## config.mk

```make
export PLATFORM = sky130hd
export DESIGN_NAME = pmc_mode_ctrl
export DESIGN_NICKNAME = d
export VERILOG_FILES = /design/src/logic/pmc_pkg.sv /design/src/logic/pmc_mode_ctrl.sv /design/src/logic/pmc_delay.sv
export SDC_FILE = /design/constraint.sdc
export NUM_CORES = 1
export LEC_CHECK = 0
export BUFFER_PORTS_ARGS = -buffer_cell sky130_fd_sc_hd__buf_2
export CORE_ASPECT_RATIO = 0.75
export CORE_UTILIZATION = 40
export DETAILED_ROUTE_END_ITERATION = 8
export GPL_TIMING_DRIVEN = 0
export PLACE_DENSITY = 0.79
export SETUP_SLACK_MARGIN = 0.05
export SYNTH_ARGS = -nofsm -noshare
export SYNTH_HDL_FRONTEND = slang
export SYNTH_SLANG_ARGS = --single-unit
```

## constraint.sdc

```tcl
create_clock -name I_CLK_SYS -period 1.5 [get_ports I_CLK_SYS]
set_input_delay 0.3 -clock I_CLK_SYS [delete_from_list [all_inputs] [get_ports I_CLK_SYS]]
set_output_delay 0.3 -clock I_CLK_SYS [all_outputs]
set_load 0.01 [all_outputs]
```

## src/logic/pmc_pkg.sv

```systemverilog
// Shared constants and types of the power mode and pin control block
package pmc_pkg;

	// Clock and timing
	localparam int unsigned PMC_CLK_HZ = 10_000_000;
	localparam int unsigned PMC_SEQ_DELAY_US = 1000;
	localparam int unsigned PMC_RESET_DELAY_MS = 10;
	localparam int unsigned PMC_SEQ_DELAY_CYC = PMC_SEQ_DELAY_US * (PMC_CLK_HZ / 1_000_000);
	localparam int unsigned PMC_RESET_DELAY_CYC = PMC_RESET_DELAY_MS * (PMC_CLK_HZ / 1000);

	// Register bus
	localparam int PMC_ADDR_W = 8;
	localparam int PMC_DATA_W = 32;
	localparam logic [7:0] PMC_OFS_CTRL = 8'h00;
	localparam logic [7:0] PMC_OFS_STATUS = 8'h04;
	localparam logic [7:0] PMC_OFS_BUSADDR = 8'h08;

	// Control register fields and reset values
	localparam int PMC_CTRL_CMD_BIT = 0;
	localparam int PMC_CTRL_SEL_BIT = 1;
	localparam logic PMC_CTRL_CMD_RST = 1'h0;
	localparam logic PMC_CTRL_SEL_RST = 1'h1;

	// Status register fields
	localparam int PMC_ST_RAILS_LSB = 0;
	localparam int PMC_ST_SLEEP_BIT = 5;
	localparam int PMC_ST_RESREL_BIT = 6;
	localparam int PMC_ST_THIRD_ALT_BIT = 7;
	localparam int PMC_ST_BYPASS_BIT = 8;
	localparam int PMC_ST_PIN_BIT = 9;
	localparam int PMC_ST_STATE_LSB = 10;

	// Serial-bus address field positions and values
	localparam logic [6:0] PMC_BUS_ADDR7 = 7'h25;
	localparam logic [7:0] PMC_BUS_WR_BYTE = 8'h4A;
	localparam logic [7:0] PMC_BUS_RD_BYTE = 8'h4B;
	localparam int PMC_BA_ADDR7_LSB = 0;
	localparam int PMC_BA_WR_LSB = 8;
	localparam int PMC_BA_RD_LSB = 16;

	typedef enum logic [2:0] {
		PMC_ST_OFF,
		PMC_ST_FIRST_DELAY,
		PMC_ST_FIRST_RAMP,
		PMC_ST_THIRD_DELAY,
		PMC_ST_ACTIVE,
		PMC_ST_DEEP
	} pmc_state_e;

	typedef struct packed {
		logic third;
		logic first;
		logic second;
		logic lin2;
		logic lin1;
	} pmc_rails_s;

	typedef struct packed {
		logic third_alternate;
		logic first_bypass;
	} pmc_form_s;

endpackage

```

## src/logic/pmc_mode_ctrl.sv

```systemverilog
// Pin-driven mode control, rail sequencing and reset output of the power device
//
// The address-and-strobe port and the register addresses were chosen for this implementation.
`timescale 1ns/100ps
`default_nettype none

// Notes on behaviour
// - Select set: pin OR command enters deep sleep
// - Request pin high active, low deep sleep
// - Pin low at startup goes straight to sleep
// - Third select high 1.2V, low 1.8V
// - Form pin low switching, high load switch
// - Open-drain reset released 10ms after second good
// - Serial-bus address 0x25, bytes 0x4A and 0x4B
// - No pin steps the second converter voltage
// - No light sleep; only deep sleep or UVLO loss leaves active
module pmc_mode_ctrl
	import pmc_pkg::*;
#(
	parameter int unsigned SEQ_DELAY_CYC = PMC_SEQ_DELAY_CYC,
	parameter int unsigned RESET_DELAY_CYC = PMC_RESET_DELAY_CYC
)
(
	// Clock and reset
	input wire logic I_CLK_SYS,
	input wire logic I_RST_N,
	// Register port
	input wire logic [PMC_ADDR_W-1:0] I_REG_ADDR,
	input wire logic [PMC_DATA_W-1:0] I_REG_WDATA,
	input wire logic I_REG_WR,
	input wire logic I_REG_RD,
	output logic [PMC_DATA_W-1:0] O_REG_RDATA,
	// Supply and rail status
	input wire logic I_UVLO_RELEASED,
	input wire logic I_FIRST_GOOD,
	input wire logic I_SECOND_GOOD,
	// Control pins from the host
	input wire logic I_POWER_REQUEST_PIN,
	input wire logic I_THIRD_CONVERTER_SELECT_PIN,
	input wire logic I_CONVERTER_FORM_PIN,
	// Rail control
	output pmc_rails_s O_RAIL_EN,
	output pmc_form_s O_FORM,
	output logic O_SECOND_ALTERNATE,
	output logic O_DEEP_SLEEP_STATE,
	// Open-drain system reset output
	output logic O_RESET_OUTPUT_PIN_O,
	output logic O_RESET_OUTPUT_PIN_OE
);

	function automatic logic reg_hit(input logic [PMC_ADDR_W-1:0] a, input logic [7:0] ofs);
		reg_hit = (a == PMC_ADDR_W'(ofs));
	endfunction

	function automatic pmc_rails_s rails_of(input pmc_state_e s);
		pmc_rails_s r;
		r = '0;
		unique case (s)
			PMC_ST_OFF:
			begin
				r = '0;
			end
			PMC_ST_FIRST_DELAY, PMC_ST_DEEP:
			begin
				r.lin1 = 1'b1;
				r.lin2 = 1'b1;
				r.second = 1'b1;
			end
			PMC_ST_FIRST_RAMP, PMC_ST_THIRD_DELAY:
			begin
				r.lin1 = 1'b1;
				r.lin2 = 1'b1;
				r.second = 1'b1;
				r.first = 1'b1;
			end
			PMC_ST_ACTIVE:
			begin
				r = '1;
			end
		endcase
		rails_of = r;
	endfunction

	// Control register
	logic deep_sleep_command;
	logic deep_sleep_source_select;

	// State
	pmc_state_e state;
	pmc_state_e next_state;
	pmc_rails_s rails;
	pmc_rails_s next_rails;
	pmc_form_s form;
	logic reset_released;
	logic seq_done;
	logic [PMC_DATA_W-1:0] rdata;

	// Register decode
	wire hit_ctrl = reg_hit(I_REG_ADDR, PMC_OFS_CTRL);
	wire hit_status = reg_hit(I_REG_ADDR, PMC_OFS_STATUS);
	wire hit_busaddr = reg_hit(I_REG_ADDR, PMC_OFS_BUSADDR);
	wire ctrl_wr = I_REG_WR && hit_ctrl;

	// Deep-sleep request
	wire pin_sleep_req = !I_POWER_REQUEST_PIN;
	wire pin_sleep_used = deep_sleep_source_select && pin_sleep_req;
	wire deep_sleep_req = pin_sleep_used || deep_sleep_command;

	// Sequencing waits
	wire seq_run = (state == PMC_ST_FIRST_DELAY) || (state == PMC_ST_THIRD_DELAY);
	wire reset_run = rails.second && I_SECOND_GOOD;

	always_comb
	begin
		next_state = state;
		if (!I_UVLO_RELEASED)
		begin
			next_state = PMC_ST_OFF;
		end
		else
		begin
			unique case (state)
				PMC_ST_OFF:
				begin
					// Linears and second start together; sleep skips the rest
					next_state = deep_sleep_req ? PMC_ST_DEEP : PMC_ST_FIRST_DELAY;
				end
				PMC_ST_FIRST_DELAY:
				begin
					if (deep_sleep_req)
						next_state = PMC_ST_DEEP;
					else if (seq_done)
						next_state = PMC_ST_FIRST_RAMP;
				end
				PMC_ST_FIRST_RAMP:
				begin
					if (deep_sleep_req)
						next_state = PMC_ST_DEEP;
					else if (I_FIRST_GOOD)
						next_state = PMC_ST_THIRD_DELAY;
				end
				PMC_ST_THIRD_DELAY:
				begin
					if (deep_sleep_req)
						next_state = PMC_ST_DEEP;
					else if (seq_done)
						next_state = PMC_ST_ACTIVE;
				end
				PMC_ST_ACTIVE:
				begin
					// Deep sleep is the only way out of active besides UVLO loss; no light sleep
					if (deep_sleep_req)
						next_state = PMC_ST_DEEP;
				end
				PMC_ST_DEEP:
				begin
					// Wake repeats the first and third converter sequence
					if (!deep_sleep_req)
						next_state = PMC_ST_FIRST_DELAY;
				end
			endcase
		end
		next_rails = rails_of(next_state);
	end

	always_ff @(posedge I_CLK_SYS)
	begin
		if (!I_RST_N)
		begin
			state <= PMC_ST_OFF;
			rails <= '0;
		end
		else
		begin
			state <= next_state;
			rails <= next_rails;
		end
	end

	// Select pins are sampled only while their rail is off, so a
	// change while it runs is ignored rather than glitching the target
	always_ff @(posedge I_CLK_SYS)
	begin
		if (!I_RST_N)
			form <= '0;
		else
		begin
			if (!rails.third)
				form.third_alternate <= I_THIRD_CONVERTER_SELECT_PIN;
			if (!rails.first)
				form.first_bypass <= I_CONVERTER_FORM_PIN;
		end
	end

	// Control register write
	always_ff @(posedge I_CLK_SYS)
	begin
		if (!I_RST_N)
		begin
			deep_sleep_command <= PMC_CTRL_CMD_RST;
			deep_sleep_source_select <= PMC_CTRL_SEL_RST;
		end
		else if (ctrl_wr)
		begin
			deep_sleep_command <= I_REG_WDATA[PMC_CTRL_CMD_BIT];
			deep_sleep_source_select <= I_REG_WDATA[PMC_CTRL_SEL_BIT];
		end
	end

	// Read data, valid only in the cycle after the strobe
	wire [PMC_DATA_W-1:0] ctrl_word =
		PMC_DATA_W'({deep_sleep_source_select, deep_sleep_command});
	wire [PMC_DATA_W-1:0] status_word =
		(PMC_DATA_W'(rails) << PMC_ST_RAILS_LSB)
		| (PMC_DATA_W'(O_DEEP_SLEEP_STATE) << PMC_ST_SLEEP_BIT)
		| (PMC_DATA_W'(reset_released) << PMC_ST_RESREL_BIT)
		| (PMC_DATA_W'(form.third_alternate) << PMC_ST_THIRD_ALT_BIT)
		| (PMC_DATA_W'(form.first_bypass) << PMC_ST_BYPASS_BIT)
		| (PMC_DATA_W'(I_POWER_REQUEST_PIN) << PMC_ST_PIN_BIT)
		| (PMC_DATA_W'(state) << PMC_ST_STATE_LSB);
	wire [PMC_DATA_W-1:0] busaddr_word =
		(PMC_DATA_W'(PMC_BUS_ADDR7) << PMC_BA_ADDR7_LSB)
		| (PMC_DATA_W'(PMC_BUS_WR_BYTE) << PMC_BA_WR_LSB)
		| (PMC_DATA_W'(PMC_BUS_RD_BYTE) << PMC_BA_RD_LSB);
	wire [PMC_DATA_W-1:0] read_mux =
		hit_ctrl ? ctrl_word :
		hit_status ? status_word :
		hit_busaddr ? busaddr_word : '0;

	always_ff @(posedge I_CLK_SYS)
	begin
		if (!I_RST_N)
			rdata <= '0;
		else
			rdata <= I_REG_RD ? read_mux : '0;
	end

	// Shared wait timer for both 1000 us sequencing steps
	pmc_delay #(
		.COUNT(SEQ_DELAY_CYC)
	) u_seq_delay (
		.i_clk(I_CLK_SYS),
		.i_rst_n(I_RST_N),
		.i_run(seq_run),
		.o_done(seq_done)
	);

	// Reset release timer: restarts whenever the second rail loses good
	pmc_delay #(
		.COUNT(RESET_DELAY_CYC)
	) u_reset_delay (
		.i_clk(I_CLK_SYS),
		.i_rst_n(I_RST_N),
		.i_run(reset_run),
		.o_done(reset_released)
	);

	// Outputs
	assign O_REG_RDATA = rdata;
	assign O_RAIL_EN = rails;
	assign O_FORM = form;
	// Stepping is not offered, so the second converter stays on its primary setting
	assign O_SECOND_ALTERNATE = 1'b0;
	assign O_DEEP_SLEEP_STATE = (state == PMC_ST_DEEP);
	// Open drain: only ever drives low, enabled while reset is held
	assign O_RESET_OUTPUT_PIN_O = 1'b0;
	assign O_RESET_OUTPUT_PIN_OE = !reset_released;

endmodule
`default_nettype wire

```

## src/logic/pmc_delay.sv

```systemverilog
// Level-qualified delay counter: done after the run level holds COUNT cycles
`timescale 1ns/100ps
`default_nettype none
module pmc_delay
	import pmc_pkg::*;
#(
	parameter int unsigned COUNT = 16
)
(
	// Clock and reset
	input wire logic i_clk,
	input wire logic i_rst_n,
	// Control
	input wire logic i_run,
	// Result
	output logic o_done
);

	localparam int CW = $clog2(COUNT + 1);
	localparam logic [CW-1:0] LAST = CW'(COUNT - 1);

	logic [CW-1:0] count;
	wire at_last = (count == LAST);

	// Dropping the run level restarts the wait from zero
	always_ff @(posedge i_clk)
	begin
		if (!i_rst_n || !i_run)
		begin
			count <= '0;
			o_done <= 1'b0;
		end
		else if (!o_done)
		begin
			count <= at_last ? count : count + CW'(1);
			o_done <= at_last;
		end
	end

endmodule
`default_nettype wire

```

==> reports/results.txt <==
Outcome: finished with violations
Failing checks: setup timing
Clock skew: 8.724 ps
Sequential area share after synthesis: 45.33%
GRT overflow: 0
Commonest cells post-synth: 57 x dfxtp_1, 37 x nor2_1, 23 x nand2_1
Final WL: 5217 um
FF+latch area: 1185 sq um
Top cell type's share of synthesized area: 45.33%
Final period util: 110.3%
First-pass GRT wire length: 8300 um
Detailed Place HPWL: 3440 um
Placed Cells: 416
Number of cell rows: 24
Yosys warning count: 0
Syn avg cell area: 9.055 sq um
CTS tree: yes
Num Clock Sinks: 57
CTS buffer count: 9
DR vias: 2100
Unique masters post-synth: 44
RSZ-0062 raised after global routing: yes
Most used flip-flop cell after synthesis: dfxtp_1
Top-count cell post-synth: dfxtp_1
Drt wl/cell: 11.80 um
Vias in the first global route: 1872
DRC Markers: 0
Die Area: 6618 sq um
P_leak: 1.369 nW
P per Cell Area: 848.5 nW/um^2
Initial Util: 42.34%
IO Count: 93
DR pass1 iterations: 4
Final Hold Viols: 0
Final worst setup slack: -154.0 ps
Initial antenna violation count: 0
Post-synth EDFFs: 0
Hold_ws: 186.2 ps
Synth Cell Area: 2517 sq um
Worst EP required: 1720 ps
WS Path Type: reg2reg
Largest net degree at the start of global routing: 12
CP Capture Type: flip-flop
Non-filler cells, final: 442
Async S/R FF share, synth: 0%
DRT antenna net count: 0
Port Buffer Count: 45
Die X: 93.61 um
Slew Viols, Final: 0
Startpoint Class: flip-flop
Setup TNS: -860.1 ps
CORE AREA: 5946 sq um
CTS Hold Bufs: 0
Tot GR Track Use: 16.08%
Multi-input logic area: 1491 sq um
Worst-path clk slew: 70 ps
Worst EP arrival: 1870 ps
Root buf cell: clkbuf_8
Post-Route Utilization: 58.23%
Die Span Y: 70.71 um
# nets final: 411
Synth Register Bits: 57
Vias per cell: 4.751
Cells after Synth: 278
# diodes: 0
Max-cap violations: 0
Peak supply drop: 0.0003110 V
Post-synth top area cell: dfxtp_1
Worst Hold Class: in2reg
Worst-path fanout max: 5
Proportion of layout cells with a drive suffix above 1: 42.31%
Ranking of synthesized cells by area: dfxtp_1 45%, buf_4 6.6%, nor2_1 5.5%
Worst skew pair latency: 340 ps
H-Tree Depth: 3
Placer Congestion: 0.8500
Iteration-0 DRC Markers: 54
Area grow syn2layout: 37.52%
Maximum clock path buffer count: 2
Final Setup Violations: 11
Post-layout min period: 1654 ps
Fill cell count: 482
Fmax achieved: 604.6 MHz
Total power: 2.937 mW
[layout make-up]
cell class / instances / area share, %
timing repair buffer: 56 / 8.999
tap: 78 / 2.819
clock inverter: 6 / 1.265
sequential: 57 / 34.22
inverter: 5 / 0.5421
clock buffer: 10 / 3.975
buffer: 25 / 5.096
multi-input combinational: 205 / 43.08
[layout by cell type, fill, tap and decap left out, types with 3 or more instances in the layout]
cell type	count
dfxtp_2	17
inv_1	5
nor2b_1	5
xor2_1	12
nand3b_1	3
nor3_1	6
dfxtp_4	6
mux2i_1	6
buf_4	32
clkbuf_1	3
buf_2	45
clkinvlp_4	4
nand3_2	6
nor4_4	5
dfxtp_1	34
nor3_4	4
nand4_1	4
conb_1	16
and2_1	9
nand2_1	22
a21oi_1	9
and3_1	4
nor2_1	36
nand3_1	6
clkbuf_8	10
xnor2_1	14
[layer usage]
metal	share of wire (%)	vias up	track usage, %
met5	0	-	0
met4	2.1	0	8.889
met3	6.2	12	6.022
met2	48	61	25.98
met1	44	959	18.45
li1	-	1068	-
[state kept, by name (all words and copies together), names as in the netlist]
signal,cells
deep_sleep_command,1
u_seq_delay.o_done,1
u_reset_delay.count,17
u_seq_delay.count,14
deep_sleep_source_select,1
O_REG_RDATA,14
state,3
u_reset_delay.o_done,1
O_FORM,2
O_RAIL_EN,3
[report_power, final]
part           switching (mW)  internal [mW]  leakage [nW]
Sequential             0.0119           1.51         0.474
Clock                   0.622          0.641        0.0805
Combinational          0.0740         0.0738         0.815
[stage by stage]
step           worst slack, ps  instance area (sq um)
6_report                -154.0                   3462
5_1_grt                 -243.4                   3462
4_1_cts                 -135.2                   3347
3_5_place_dp            -247.6                   2995
3_3_place_gp            -197.9                   2995
2_1_floorplan           -32.60                   2673
[final timing paths]
kind / start / to / slack (ps) / cells past startpoint
max: u_reset_delay.count[11]$_SDFFE_PP0P_ / u_reset_delay.count[2]$_SDFFE_PP0P_ / -150 / 5
min: I_REG_WDATA[1] / deep_sleep_source_select$_SDFFE_PN1P_ / 190 / 3
max reg2reg: u_reset_delay.count[11]$_SDFFE_PP0P_ / u_reset_delay.count[2]$_SDFFE_PP0P_ / -150 / 5
min reg2reg: O_FORM[1]$_SDFFE_PN0N_ / O_REG_RDATA[7]$_SDFF_PP0_ / 470 / 1
[worst max-delay path, cell delays in order, from the launching register on]
cell and delay [ps]:
dfxtp_4 350, or4_4 520, nor3_4 260, a21boi_0 180
xnor2_1 180, nor2_1 50
[cells by family (layout without fill, tap and decap cells)]
group                      after synthesis  count (layout)  share of synthesized area (%)
buffers and inverters                   31             102                          7.903
other                                    1              16                         0.1490
adders and majority gates                2               2                         0.9939
AOI/OAI and AO/OA                       22              22                          5.666
xor gates and xnor gates                26              26                          9.046
DFF                                     57              57                          45.33
and+or+nand+nor                        133             133                          28.53
muxes                                    6               6                          2.386
[what timing repair did]
action                                  in CTS  in global routing
endpoints found under the hold margin        0                  0
endpoints found under the setup margin      27                 29
gates resized for setup                     30                 24
pin swaps                                   11                 13
buffers inserted                             6                  5
Power figures use the tool's default switching activity.
